<file path="src/verilog/bscl_pkg.sv">
// package for the boot strap configuration latch: strap decode constants and carriers
// assumes strap pins are asynchronous board levels, synchronised in the top module
// Operation
// - sample both boot-source straps; both high boots internal flash; download source never entered
// - timing_a/message straps: LL fall/fall, LH rise-in fall-out, HL fall-in rise-out, HH rise/rise
// - apply the decoded sampling and driving edges to the slave port during boot
// - message strap high enables uart boot messages; board holds it low to suppress
// - voltage strap low selects 3.3V signalling; 1.8V high level is never entered
// - shared pin group routes to exactly one of sdio, spi or gpio by host command
package bscl_pkg;
	localparam int BSCL_SYNC_STAGES = 2;
	localparam logic [1:0] BSCL_STRAP_BOOT_FLASH = 2'h3;
	localparam logic BSCL_EDGE_RISING = 1'h1;
	localparam logic BSCL_EDGE_FALLING = 1'h0;
	localparam logic BSCL_VOLT_3V3 = 1'h0;
	localparam logic [2:0] BSCL_ROUTE_GPIO_ONEHOT = 3'h4;

	typedef enum logic [1:0] {
		BSCL_BOOT_INTERNAL_FLASH = 2'h0,
		BSCL_BOOT_INVALID = 2'h1
	} bscl_boot_type;

	typedef enum logic [1:0] {
		BSCL_FN_SDIO = 2'h0,
		BSCL_FN_SPI = 2'h1,
		BSCL_FN_GPIO = 2'h2
	} bscl_fn_type;

	typedef enum logic [1:0] {
		BSCL_ST_RESET = 2'h0,
		BSCL_ST_SETTLE = 2'h1,
		BSCL_ST_HELD = 2'h3
	} bscl_state_type;

	typedef struct packed {
		logic boot_src0;
		logic boot_src1;
		logic timing_a;
		logic boot_message_strap;
		logic voltage_select_pin;
	} bscl_straps_type;

	typedef struct packed {
		bscl_boot_type boot_source;
		logic sdio_in_rising;
		logic sdio_out_rising;
		logic uart_boot_msg_en;
		logic volt_1v8_requested;
		logic boot_strap_error;
	} bscl_config_type;

	function automatic bscl_config_type bscl_decode(input bscl_straps_type s);
		bscl_config_type c;
		c.boot_source = ({s.boot_src1, s.boot_src0} == BSCL_STRAP_BOOT_FLASH) ?
			BSCL_BOOT_INTERNAL_FLASH : BSCL_BOOT_INVALID;
		c.sdio_in_rising = s.boot_message_strap;
		c.sdio_out_rising = s.timing_a;
		c.uart_boot_msg_en = s.boot_message_strap;
		c.volt_1v8_requested = (s.voltage_select_pin != BSCL_VOLT_3V3);
		c.boot_strap_error = (c.boot_source != BSCL_BOOT_INTERNAL_FLASH) || c.volt_1v8_requested;
		return c;
	endfunction : bscl_decode
endpackage : bscl_pkg

</file>
<file path="src/verilog/bscl_sync.sv">
// two flop synchroniser for the strap pins
// assumes pins are asynchronous to clk
`timescale 1ns/1ps
`default_nettype none
module bscl_sync
	import bscl_pkg::*;
#(
	parameter int WIDTH = 5
)
(
	input wire logic clk,
	input wire logic nrst,
	input wire logic ce,
	input wire logic [WIDTH-1:0] async_in,
	output logic [WIDTH-1:0] sync_out
);
	logic [WIDTH-1:0] meta_reg;
	logic [WIDTH-1:0] meta_next;
	logic [WIDTH-1:0] out_reg;
	logic [WIDTH-1:0] out_next;

	always_comb
	begin
		meta_next = meta_reg;
		out_next = out_reg;
		if (ce)
		begin
			meta_next = async_in;
			out_next = meta_reg;
		end
	end

	// no reset here: the stages keep sampling through reset, so the capture two
	// edges after release sees live strap levels and not a cleared pipeline
	always_ff @(posedge clk)
	begin
		meta_reg <= meta_next;
		out_reg <= out_next;
	end

	assign sync_out = out_reg;
endmodule : bscl_sync
`default_nettype wire

</file>
<file path="src/verilog/bscl_top.sv">
// boot strap configuration latch: captures straps after reset release, holds the
// decoded boot configuration and routes the shared pin group by host command
// assumes one clock, synchronous active low reset, host command from clk domain
`timescale 1ns/1ps
`default_nettype none
module bscl_top
	import bscl_pkg::*;
(
	input wire logic clk,
	input wire logic nrst,
	input wire logic ce,
	input wire logic boot_src0_pin,
	input wire logic boot_src1_pin,
	input wire logic timing_a_pin,
	input wire logic boot_message_strap,
	input wire logic voltage_select_pin,
	input wire logic boot_active,
	input wire logic fn_sel_valid,
	input wire logic [1:0] fn_sel,
	output logic config_valid,
	output logic boot_from_flash,
	output logic sdio_in_rising,
	output logic sdio_out_rising,
	output logic sdio_edge_apply,
	output logic uart_boot_msg_en,
	output logic sdio_volt_1v8,
	output logic strap_error,
	output logic route_sdio,
	output logic route_spi,
	output logic route_gpio
);
	bscl_straps_type pins_async;
	bscl_straps_type pins_sync;
	bscl_state_type state_reg;
	bscl_state_type state_next;
	bscl_config_type cfg_reg;
	bscl_config_type cfg_next;
	bscl_fn_type fn_reg;
	bscl_fn_type fn_next;

	assign pins_async = '{boot_src0: boot_src0_pin, boot_src1: boot_src1_pin, timing_a: timing_a_pin,
		boot_message_strap: boot_message_strap, voltage_select_pin: voltage_select_pin};

	bscl_sync #(.WIDTH($bits(bscl_straps_type))) u_sync (
		.clk(clk),
		.nrst(nrst),
		.ce(ce),
		.async_in(pins_async),
		.sync_out(pins_sync)
	);

	// capture happens two edges after release, from synchroniser samples taken during reset
	always_comb
	begin
		state_next = state_reg;
		cfg_next = cfg_reg;
		if (ce)
		begin
			case (state_reg)
				BSCL_ST_RESET: state_next = BSCL_ST_SETTLE;
				BSCL_ST_SETTLE:
				begin
					state_next = BSCL_ST_HELD;
					cfg_next = bscl_decode(pins_sync);
				end
				BSCL_ST_HELD: state_next = BSCL_ST_HELD;
				default: state_next = BSCL_ST_RESET;
			endcase
		end
	end

	always_ff @(posedge clk)
	begin
		if (!nrst)
		begin
			state_reg <= BSCL_ST_RESET;
			cfg_reg <= '0;
		end
		else
		begin
			state_reg <= state_next;
			cfg_reg <= cfg_next;
		end
	end

	// unknown codes are ignored so exactly one function stays routed
	always_comb
	begin
		fn_next = fn_reg;
		if (ce && fn_sel_valid && (fn_sel == BSCL_FN_SDIO || fn_sel == BSCL_FN_SPI || fn_sel == BSCL_FN_GPIO))
		begin
			fn_next = bscl_fn_type'(fn_sel);
		end
	end

	always_ff @(posedge clk)
	begin
		if (!nrst)
			fn_reg <= BSCL_FN_GPIO;
		else
			fn_reg <= fn_next;
	end

	assign config_valid = (state_reg == BSCL_ST_HELD);
	assign boot_from_flash = config_valid && (cfg_reg.boot_source == BSCL_BOOT_INTERNAL_FLASH);
	assign sdio_in_rising = cfg_reg.sdio_in_rising;
	assign sdio_out_rising = cfg_reg.sdio_out_rising;
	assign sdio_edge_apply = config_valid && boot_active;
	assign uart_boot_msg_en = config_valid && cfg_reg.uart_boot_msg_en;
	// a 1.8V request is flagged, never driven out
	assign sdio_volt_1v8 = 1'b0;
	assign strap_error = config_valid && cfg_reg.boot_strap_error;
	assign route_sdio = (fn_reg == BSCL_FN_SDIO);
	assign route_spi = (fn_reg == BSCL_FN_SPI);
	assign route_gpio = (fn_reg == BSCL_FN_GPIO);

	logic held_d;
	always_ff @(posedge clk)
	begin
		if (!nrst)
			held_d <= 1'b0;
		else
			held_d <= config_valid;
	end

	chk_route_onehot: assert property (@(posedge clk) disable iff (!nrst)
		$onehot({route_sdio, route_spi, route_gpio})) else $error("route not one-hot");
	chk_route_cmd: assert property (@(posedge clk) disable iff (!nrst)
		ce && fn_sel_valid && fn_sel == BSCL_FN_SPI |=> route_spi) else $error("spi not routed");
	chk_cfg_stable: assert property (@(posedge clk) disable iff (!nrst)
		held_d |-> $stable(cfg_reg)) else $error("config changed after capture");
	chk_capture_time: assert property (@(posedge clk)
		$rose(nrst) |-> ##2 config_valid) else $error("capture not on time");
	chk_flash_boot: assert property (@(posedge clk) disable iff (!nrst)
		$rose(config_valid) && $past(pins_sync.boot_src0, 1) && $past(pins_sync.boot_src1, 1)
		|-> boot_from_flash) else $error("flash boot missed");
	chk_timing_decode: assert property (@(posedge clk) disable iff (!nrst)
		$rose(config_valid) |-> sdio_in_rising == $past(pins_sync.boot_message_strap, 1)
		&& sdio_out_rising == $past(pins_sync.timing_a, 1)) else $error("timing decode wrong");
	chk_edge_apply: assert property (@(posedge clk) disable iff (!nrst)
		sdio_edge_apply == (config_valid && boot_active)) else $error("edge apply wrong");
	chk_msg_enable: assert property (@(posedge clk) disable iff (!nrst)
		$rose(config_valid) |-> uart_boot_msg_en == $past(pins_sync.boot_message_strap, 1))
		else $error("message enable wrong");
	chk_no_1v8: assert property (@(posedge clk) disable iff (!nrst)
		!sdio_volt_1v8) else $error("1.8V entered");

	cov_flash: cover property (@(posedge clk) disable iff (!nrst) $rose(boot_from_flash));
	cov_error: cover property (@(posedge clk) disable iff (!nrst) $rose(strap_error));
	cov_sdio: cover property (@(posedge clk) disable iff (!nrst) $rose(route_sdio));
	cov_apply: cover property (@(posedge clk) disable iff (!nrst) $rose(sdio_edge_apply));
endmodule : bscl_top
`default_nettype wire

</file>
<file path="config.mk">
export PLATFORM = sky130hd
export DESIGN_NAME = bscl_top
export DESIGN_NICKNAME = d
export VERILOG_FILES = /design/src/verilog/bscl_pkg.sv /design/src/verilog/bscl_sync.sv /design/src/verilog/bscl_top.sv
export SDC_FILE = /design/constraint.sdc
export NUM_CORES = 1
export LEC_CHECK = 0
export BUFFER_PORTS_ARGS = -buffer_cell sky130_fd_sc_hd__buf_4
export CORE_AREA = 2 2 39 41
export CTS_BUF_LIST = sky130_fd_sc_hd__clkbuf_8
export DETAILED_ROUTE_END_ITERATION = 6
export DIE_AREA = 0 0 41 43
export GPL_ROUTABILITY_DRIVEN = 1
export GPL_TIMING_DRIVEN = 0
export MAX_ROUTING_LAYER = met4
export PLACE_DENSITY = 0.81
export SYNTH_ARGS = -nofsm -noshare
export SYNTH_HDL_FRONTEND = slang
export SYNTH_SLANG_ARGS = --single-unit
</file>
<file path="constraint.sdc">
create_clock -name clk -period 2 [get_ports clk]
set_input_delay 0 -clock clk [delete_from_list [all_inputs] [get_ports clk]]
set_output_delay 0 -clock clk [all_outputs]
set_load 0.05 [all_outputs]
</file>
==> results of run 1 <==
-- path summary, 6_finish.rpt --
kind	start	end	slack, ns	cells past startpoint
max reg2reg	state_reg[0]	cfg_reg[0]	0.93	4
min	fn_sel[1]	fn_reg[1]	0.03	3
min reg2reg	u_sync.meta_reg[4]	u_sync.sync_out[4]	0.42	0
max	state_reg[0]	boot_from_flash	0.84	3
-- per-stage QoR --
step,hold WS (ns),util [%],std cells,worst slack (ns)
3_5_place_dp,0.1796,61.39,86,0.9562
2_1_floorplan,0.09887,-,50,0.5468
6_report,0.03121,68.26,95,0.8443
4_1_cts,0.03130,68.26,95,0.8384
3_3_place_gp,0.1778,61.39,86,0.9739
5_1_grt,0.04172,68.26,95,0.7613
-- layout by cell type (no fill, tap or decap), types with 2 or more instances in the layout --
master / synthesis / final
edfxtp_1: 10 / 10
nand3_1: 3 / 3
buf_4: 1 / 21
o21ai_1: 3 / 3
dlygate4sd3_1: 0 / 5
nor2_1: 2 / 2
nor2b_1: 5 / 5
o211a_1: 2 / 2
dfxtp_1: 8 / 8
clkbuf_8: 0 / 3
nand2_1: 3 / 3
and3_2: 3 / 3
-- cells by family (layout without fill, tap and decap cells) --
kind of cell / Yosys count / after routing / share of synthesized area, %
buf+inv: 3 / 32 / 3.315
other cells: 1 / 1 / 0.5520
flops: 18 / 18 / 67.77
mux: 1 / 1 / 1.473
compound gates: 8 / 8 / 9.392
simple gates: 19 / 19 / 17.49
-- area by class of cell --
| class | count | area, um2 | area share, % |
|---|---|---|---|
| flip-flops and latches | 18 | 460.4 | 48.74 |
| repair buffers | 25 | 200.2 | 21.19 |
| multi-input cells | 29 | 196.4 | 20.79 |
| clock buffers | 3 | 41.29 | 4.371 |
| plain buffers | 3 | 22.52 | 2.384 |
| well taps | 16 | 20.02 | 2.119 |
| clock inverters | 1 | 3.754 | 0.3974 |
-- power breakdown --
group / internal, mW / switching [mW] / total [mW] / leakage [nW]
Sequential: 0.417 / 0.0125 / 0.430 / 0.164
Clock: 0.136 / 0.111 / 0.247 / 0.0231
Combinational: 0.0425 / 0.0489 / 0.0914 / 0.239
Total: 0.596 / 0.172 / 0.768 / 0.426
-- routing by layer --
| layer | vias to the layer above | routed length [um] |
|---|---|---|
| met5 | - | 0 |
| met4 | 0 | 9 |
| met3 | 2 | 77 |
| met2 | 19 | 617 |
| met1 | 217 | 433 |
| li1 | 237 | - |
-- worst max-delay path: stages (launching register included) --
cell,delay [ns]
dfxtp_1,0.42
and2_2,0.18
nor2b_1,0.12
buf_4,0.20
-- what timing repair did --
action                                 CTS  global route
endpoints found under the hold margin    5             0
hold buffers                             5             0
setup buffers                            0             0
==> results.ini, run 1 <==
[clock_network]
numCtsBuffers=3
htreeDepth=1
clk_latency_ns=0.25
clk_pin_slew_ns=0.06
clockBufferDepth=2
cts_tree=done
post_cts_resized=0
root_buffer=clkbuf_8
cts.sinks=18

[timing]
hold_viol_final=0
rsz0062_at_grt=false
fin_skew_ns=0.001677
fmax_ghz=0.8653
drv_slew=0
fin_tns_setup_ns=0
setup_violations=0
min_period_over_period_pct=57.79
fin_crit_ns=1.156

[outcome]
status=finished, final reports clean

[final_layout]
fillCellCount=112
final_nets=92
drive_gt1_share_pct=40.51
antenna_cells=0
area_delta_synth_final_pct=39.04
final_area_um2=944.7

[drt]
first_pass_iters=4
totalWireLength_mm=1.137
antenna_left=0
vias=475
drc=0
avgViaCountPerCell=5.000
drt_iter0_markers=5
wire_per_inst_um=11.97

[flow_run]
maxCapViolations=0

[yosys]
dominantRegCellSynth=edfxtp_1
ys_seq_area_share_pct=67.77
yosysWarnings=0
synthTopCellsByArea=edfxtp_1 44%, dfxtp_1 24%, nor2b_1 4.6%
syn_inst=50
yosys_register_bits=18
synth_top_area_share_pct=44.20
synth.cell_area_um2=679.4
postSynth.asyncResetShare_pct=0
synth_fp_nets=62
yosys.cell_types.count=20
post_synth.cell_area_avg_um2=13.59
yosys.area.top_type=edfxtp_1
yosysMostFrequentCell=edfxtp_1
synth_common_cells=10 x edfxtp_1, 8 x dfxtp_1, 5 x nor2b_1
synth_edf_count=10

[setup_path]
crit_arrival_ns=1.16
end_kind=output pin
required_ns=2.00
start_kind=flip-flop
crit_type=flip-flop to output pin
cp_max_fo=7

[placed_design]
dp_hpwl_um=731
place_area_um2=849.6
routabilityCongestion=0.6405
portBuffers=20

[global_route]
overflow=0
grt_use_met2_pct=24.69
use_met3_pct=5.236
grt_max_degree=15
grt_pass1_vias=423
met1_usage_pct=18.40
top_usage_layer=met2
grt_util_all_layers_pct=15.91
antenna_found_initial=0
grt_pass1_wl_mm=1.787

[die]
die_area_um2=1763
die_h_um=43
rows=14
die_w_um=41
initial_core_util_pct=49.10
core_area_um2=1384
ios=23

[pwr]
p_per_area_nw_per_um2=813.3
power_leakage_nw=0.4260
peakVddDrop_mv=0.6555
power_uw=768.2

[min_path]
hold_path_class=primary input to flip-flop

(Power assumes the default switching activity.)
==> inputs of run 2 (changes only) <==
--- a/config.mk
+++ b/config.mk
@@ -6,14 +6,14 @@
 export NUM_CORES = 1
 export LEC_CHECK = 0
 export BUFFER_PORTS_ARGS = -buffer_cell sky130_fd_sc_hd__buf_4
-export CORE_AREA = 2 2 39 41
+export CORE_MARGIN = 2
+export CORE_UTILIZATION = 45
 export CTS_BUF_LIST = sky130_fd_sc_hd__clkbuf_8
 export DETAILED_ROUTE_END_ITERATION = 6
-export DIE_AREA = 0 0 41 43
 export GPL_ROUTABILITY_DRIVEN = 1
 export GPL_TIMING_DRIVEN = 0
 export MAX_ROUTING_LAYER = met4
-export PLACE_DENSITY = 0.81
+export PLACE_DENSITY = 0.76
 export SYNTH_ARGS = -nofsm -noshare
 export SYNTH_HDL_FRONTEND = slang
 export SYNTH_SLANG_ARGS = --single-unit
==> constraint.sdc (replaced) <==
create_clock -name clk -period 1 [get_ports clk]
set_input_delay 0 -clock clk [delete_from_list [all_inputs] [get_ports clk]]
set_output_delay 0 -clock clk [all_outputs]
set_load 0.05 [all_outputs]
==> run 2 against run 1 <==
Net effect: the run now ends with setup timing left; via count shrank 1.3%; design area grew 9.4%; core utilization grew 2.8 points; hold slack gained 0.0056 ns; critical path type unchanged; largest power group unchanged.
==> results.ini, run 2 (same netlist as run 1, synthesis figures left out) <==
[final_layout]
final_area_um2=1033
drive_gt1_share_pct=54.32
antenna_cells=0
seq_area_um2=471.7
mostFrequentLayoutCell=buf_4
area_delta_synth_final_pct=52.12
final_cell_mix=17 x buf_4, 10 x edfxtp_1, 7 x buf_6, 5 x dlygate4sd3_1, 4 x clkbuf_8
fillCellCount=106
final_nets=94
multiInputGateArea_um2=226.5

[pwr]
power_mw=1.641
p_per_area_nw_per_um2=1588
peakVddDrop_mv=1.167
power_leakage_nw=0.4565

[global_route]
grt_max_degree=15
grt_util_all_layers_pct=14.61
grt_pass1_wl_mm=1.932
antenna_found_initial=0
overflow=0
grt_pass1_vias=478

[drt]
totalWireLength_mm=1.178
avgViaCountPerCell=4.835
vias=469
drc=0
drt_iter0_markers=4
first_pass_iters=4
antenna_left=0
wire_per_inst_um=12.14

[setup_path]
r2r_end=cfg_reg[0]
reg2regPathDepth=4
crit_family=flip-flops
r2r_start=state_reg[1]
crit_arrival_ns=1.04
cp_max_fo=6
crit_type=flip-flop to output pin
regToRegSetupSlack_ns=-0.03
cp-endpoint=boot_from_flash
path_cells=and2_4 > nor2b_4 > buf_6
end_kind=output pin
crit_buf_inv=1
max_stage_delay_ns=0.37
required_ns=1.00
critical_path_depth=3
cp_slowest_cell=dfxtp_4
start_kind=flip-flop
crit_start=state_reg[0]

[outcome]
status=complete, but fails checks
failed_checks=setup timing

[timing]
min_period_over_period_pct=103.6
timing.hold.ws_ns=0.03683
fin_crit_ns=1.036
hold_viol_final=0
fin_skew_ns=0.005436
fmax_ghz=0.9655
final.setup.worst_slack_ns=-0.03572
drv_slew=0
rsz0062_at_grt=true
setup_violations=3

[die]
core_area_um2=1454
die_w_um=42.86
die_h_um=42.86
initial_core_util_pct=46.73
ios=23
die_area_um2=1837
rows=14

[clock_network]
cts_tree=done
clk_latency_ns=0.25
htreeDepth=1
clk_pin_slew_ns=0.07
clockBufferDepth=2
numCtsBuffers=3
cts.sinks=18
root_buffer=clkbuf_8

[placed_design]
routabilityCongestion=0.6133
place_area_um2=858.3
dp_hpwl_um=761.5
portBuffers=20

[min_path]
hold_path_class=primary input to flip-flop

[flow_run]
maxCapViolations=0

==> run 2: changes by cell type in the layout (fill, tap and decap cells not counted), moves of 3 or more <==
cell,change
buf_6,+6
buf_4,-4
dfxtp_2,+3
dfxtp_1,-5
==> run 2: what timing repair did <==
action / 4_1_cts / 5_1_grt
hold buffers: 5 / 0
resized for setup: 8 / 9
hold endpoints to repair: 5 / 0
endpoints found under the setup margin: 7 / 9
pin swaps: 1 / 0
buffers inserted: 2 / 0
==> run 2: worst min path at each step <==
stage	from	to	cells after the start
floorplan	voltage_select_pin	u_sync.meta_reg[0]	0
global placement	boot_message_strap	u_sync.meta_reg[1]	1
detailed placement	boot_src0_pin	u_sync.meta_reg[4]	1
CTS	fn_sel[1]	fn_reg[1]	3
global route	fn_sel[0]	fn_reg[0]	2
finish	fn_sel[1]	fn_reg[1]	3
==> run 2: area by class of cell <==
| cell class | count | area share [%] |
|---|---|---|
| sequential | 18 | 45.64 |
| timing repair buffer | 27 | 23.00 |
| multi-input combinational | 29 | 21.91 |
| clock buffer | 4 | 5.327 |
| buffer | 3 | 2.179 |
| tap | 16 | 1.937 |
==> run 2: metrics by stage <==
step / TNS (ns) / worst slack (ns) / cells / utilization [%]
3_3_place_gp: -0.05225 / -0.02631 / 86 / 59.04
2_1_floorplan: -0.1860 / -0.06850 / 50 / -
5_1_grt: -0.2269 / -0.08825 / 97 / 71.08
4_1_cts: -0.06356 / -0.04195 / 97 / 69.11
6_report: -0.07100 / -0.03572 / 97 / 71.08
3_5_place_dp: -0.1008 / -0.05382 / 86 / 59.04
==> run 2: power breakdown <==
part           switching, mW  leakage, nW  internal, mW  total, mW
Combinational          0.104        0.263        0.0984      0.202
Sequential            0.0297        0.165         0.835      0.864
Clock                  0.226       0.0288         0.349      0.575
==> run 2: tightest hold or removal path: stages <==
cell,delay (ns)
buf_4,0.08
nor2_1,0.05
o21ai_1,0.12
==> run 2: layer usage <==
layer | share of wire (%) | vias up | GRT usage [%]
li1 | - | 240 | -
met4 | 1.3 | 0 | 7.500
met5 | 0 | - | -
met3 | 5.8 | 2 | 3.830
met1 | 41 | 210 | 15.98
met2 | 52 | 17 | 24.24
==> inputs of run 3 (changes only) <==
--- a/config.mk
+++ b/config.mk
@@ -7,13 +7,13 @@
 export LEC_CHECK = 0
 export BUFFER_PORTS_ARGS = -buffer_cell sky130_fd_sc_hd__buf_4
 export CORE_MARGIN = 2
-export CORE_UTILIZATION = 45
+export CORE_UTILIZATION = 50
 export CTS_BUF_LIST = sky130_fd_sc_hd__clkbuf_8
 export DETAILED_ROUTE_END_ITERATION = 6
 export GPL_ROUTABILITY_DRIVEN = 1
 export GPL_TIMING_DRIVEN = 0
 export MAX_ROUTING_LAYER = met4
-export PLACE_DENSITY = 0.76
+export PLACE_DENSITY = 0.79
 export SYNTH_ARGS = -nofsm -noshare
 export SYNTH_HDL_FRONTEND = slang
 export SYNTH_SLANG_ARGS = --single-unit
==> constraint.sdc (replaced) <==
create_clock -name clk -period 1.1 [get_ports clk]
set_input_delay 0 -clock clk [delete_from_list [all_inputs] [get_ports clk]]
set_output_delay 0 -clock clk [all_outputs]
set_load 0.05 [all_outputs]
==> run 3 against run 2 <==
Net effect: the flow now finishes without violations; hold slack hardly changed; first-iteration DRC count is 25% lower; wire length is 8.1% lower; die area is 9.1% lower; design area is 6.5% lower; global-route usage is 1.3 points higher; flip-flop and latch count stayed put; power is 15% lower; non-clock buffer count is 2 lower; count of clock-buffer cells in the layout is 1 lower; sequential share of layout area is 2.8 points higher; critical path type unchanged; critical endpoint unchanged.
==> results.ini, run 3 (same netlist as run 1, synthesis figures left out) <==
[final_layout]
mostFrequentLayoutCell=buf_4
antenna_cells=0
final_cell_mix=20 x buf_4, 10 x edfxtp_1, 6 x dfxtp_1, 5 x dlygate4sd3_1, 4 x nor2b_1
drive_gt1_share_pct=44.30
final_nets=92
area_delta_synth_final_pct=42.17

[clock_network]
clockBufferDepth=2
root_buffer=clkbuf_8
post-cts-setup-buffer-count=0
cts_tree=done
clk_pin_slew_ns=0.06
cts.sinks=18
numCtsBuffers=3
clk_latency_ns=0.25
htreeDepth=1

[placed_design]
place_worst_setup_slack_ns=0.05231
dp_hpwl_um=737.2
portBuffers=20
routabilityCongestion=0.6545

[global_route]
grt_util_all_layers_pct=15.95
grt_pass1_wl_mm=1.628
grt_max_degree=15
antenna_found_initial=0
overflow=0
grt_pass1_vias=401

[die]
initial_core_util_pct=52.87
die_h_um=40.86
die_w_um=40.86
die_area_um2=1670
rows=13
core_area_um2=1285
ios=23

[drt]
totalWireLength_mm=1.083
antenna_left=0
drt_iter0_markers=3
wire_per_inst_um=11.52
drc=0
first_pass_iters=2
vias=474
avgViaCountPerCell=5.043

[setup_path]
required_ns=1.10
path_cells=and2_2 > nor2b_4 > buf_8
start_kind=flip-flop
cp_slowest_cell=dfxtp_4
end_kind=output pin
crit_arrival_ns=1.06
cp_max_fo=7
crit_type=flip-flop to output pin
max_stage_delay_ns=0.36

[timing]
fmax_ghz=0.9412
drv_slew=0
final.setup.worst_slack_ns=0.03753
setup_violations=0
fin_tns_setup_ns=0
min_period_over_period_pct=96.59
hold_viol_final=0
fin_crit_ns=1.062
fin_skew_ns=0.002254
rsz0062_at_grt=false

[pwr]
intPower_mw=1.084
power_leakage_nw=0.4332
pwr-share-seq_pct=56.1
p_sw_share_pct=22.37
switching_power_uw=312.4
p_per_area_nw_per_um2=1446
peakVddDrop_mv=1.200
combPwrFrac_pct=12.0
clock_power_share_pct=32.0

[flow_run]
maxCapViolations=0

[min_path]
hold_path_class=primary input to flip-flop

[outcome]
status=finished, final reports clean

-- run 3: cell count changes in the layout (fill, tap and decap cells not counted), sizes merged --
cell / change
buf: -2
clkbuf: -1
inv: +1
-- run 3: final cells by class --
class                           count  area (um2)
Clock buffer                        3       41.29
Buffer                              3       22.52
Clock inverter                      1       3.754
Multi-Input combinational cell     29       203.9
Fill cell                          87       319.1
Tap cell                           15       18.77
Sequential cell                    18       467.9
Timing Repair Buffer               25       207.7
-- run 3: worst paths after layout --
kind / startpoint / to / slack (ns) / depth (start not counted)
setup / recovery: state_reg[0] / boot_from_flash / 0.04 / 3
hold reg to reg: u_sync.meta_reg[2] / u_sync.sync_out[2] / 0.42 / 0
setup reg to reg: state_reg[1] / cfg_reg[0] / 0.07 / 4
hold / removal: fn_sel[1] / fn_reg[1] / 0.04 / 3
-- run 3: worst max-delay path: cells and delay by family, from the launching register on --
kind | cells | cell delay [ns]
buffers and inverters | 1 | 0.14
DFF | 1 | 0.36
and+or+nand+nor | 2 | 0.31
-- run 3: per-stage QoR --
step                      utilization (%)  std cells  hold slack (ns)  cell area, um2  total power, mW
after floorplan                         -         50          0.09887           686.9           0.8854
after global placement              66.60         85           0.1780           855.8           0.9448
after detailed placement            66.60         85           0.1798           855.8           0.9511
after CTS                           74.20         94          0.03086           953.4            1.417
after global routing                75.17         94          0.03964           965.9            1.452
final                               75.17         94          0.03663           965.9            1.396
-- run 3: timing repair --
| item | in CTS | in global routing |
|---|---|---|
| hold endpoints to repair | 5 | 0 |
| resized for setup | 2 | 4 |
| setup endpoints to repair | 1 | 1 |
| hold buffers | 5 | 0 |
-- run 3: layer usage --
layer	global-route usage (%)	part of all wire, %	vias to the layer above
met5	-	0	-
met4	5.000	0	0
met3	4.891	6.3	0
met2	25.00	51	16
met1	19.64	43	220
li1	-	-	238
-- run 3: power groups by stage --
| stage | clock [mW] | combinational, mW | sequential [mW] |
|---|---|---|---|
| 2_1_floorplan | 0 | 0.0828 | 0.803 |
| 3_3_place_gp | 0 | 0.150 | 0.795 |
| 3_5_place_dp | 0 | 0.153 | 0.799 |
| 4_1_cts | 0.466 | 0.166 | 0.785 |
| 5_1_grt | 0.484 | 0.180 | 0.788 |
| 6_report | 0.446 | 0.167 | 0.783 |
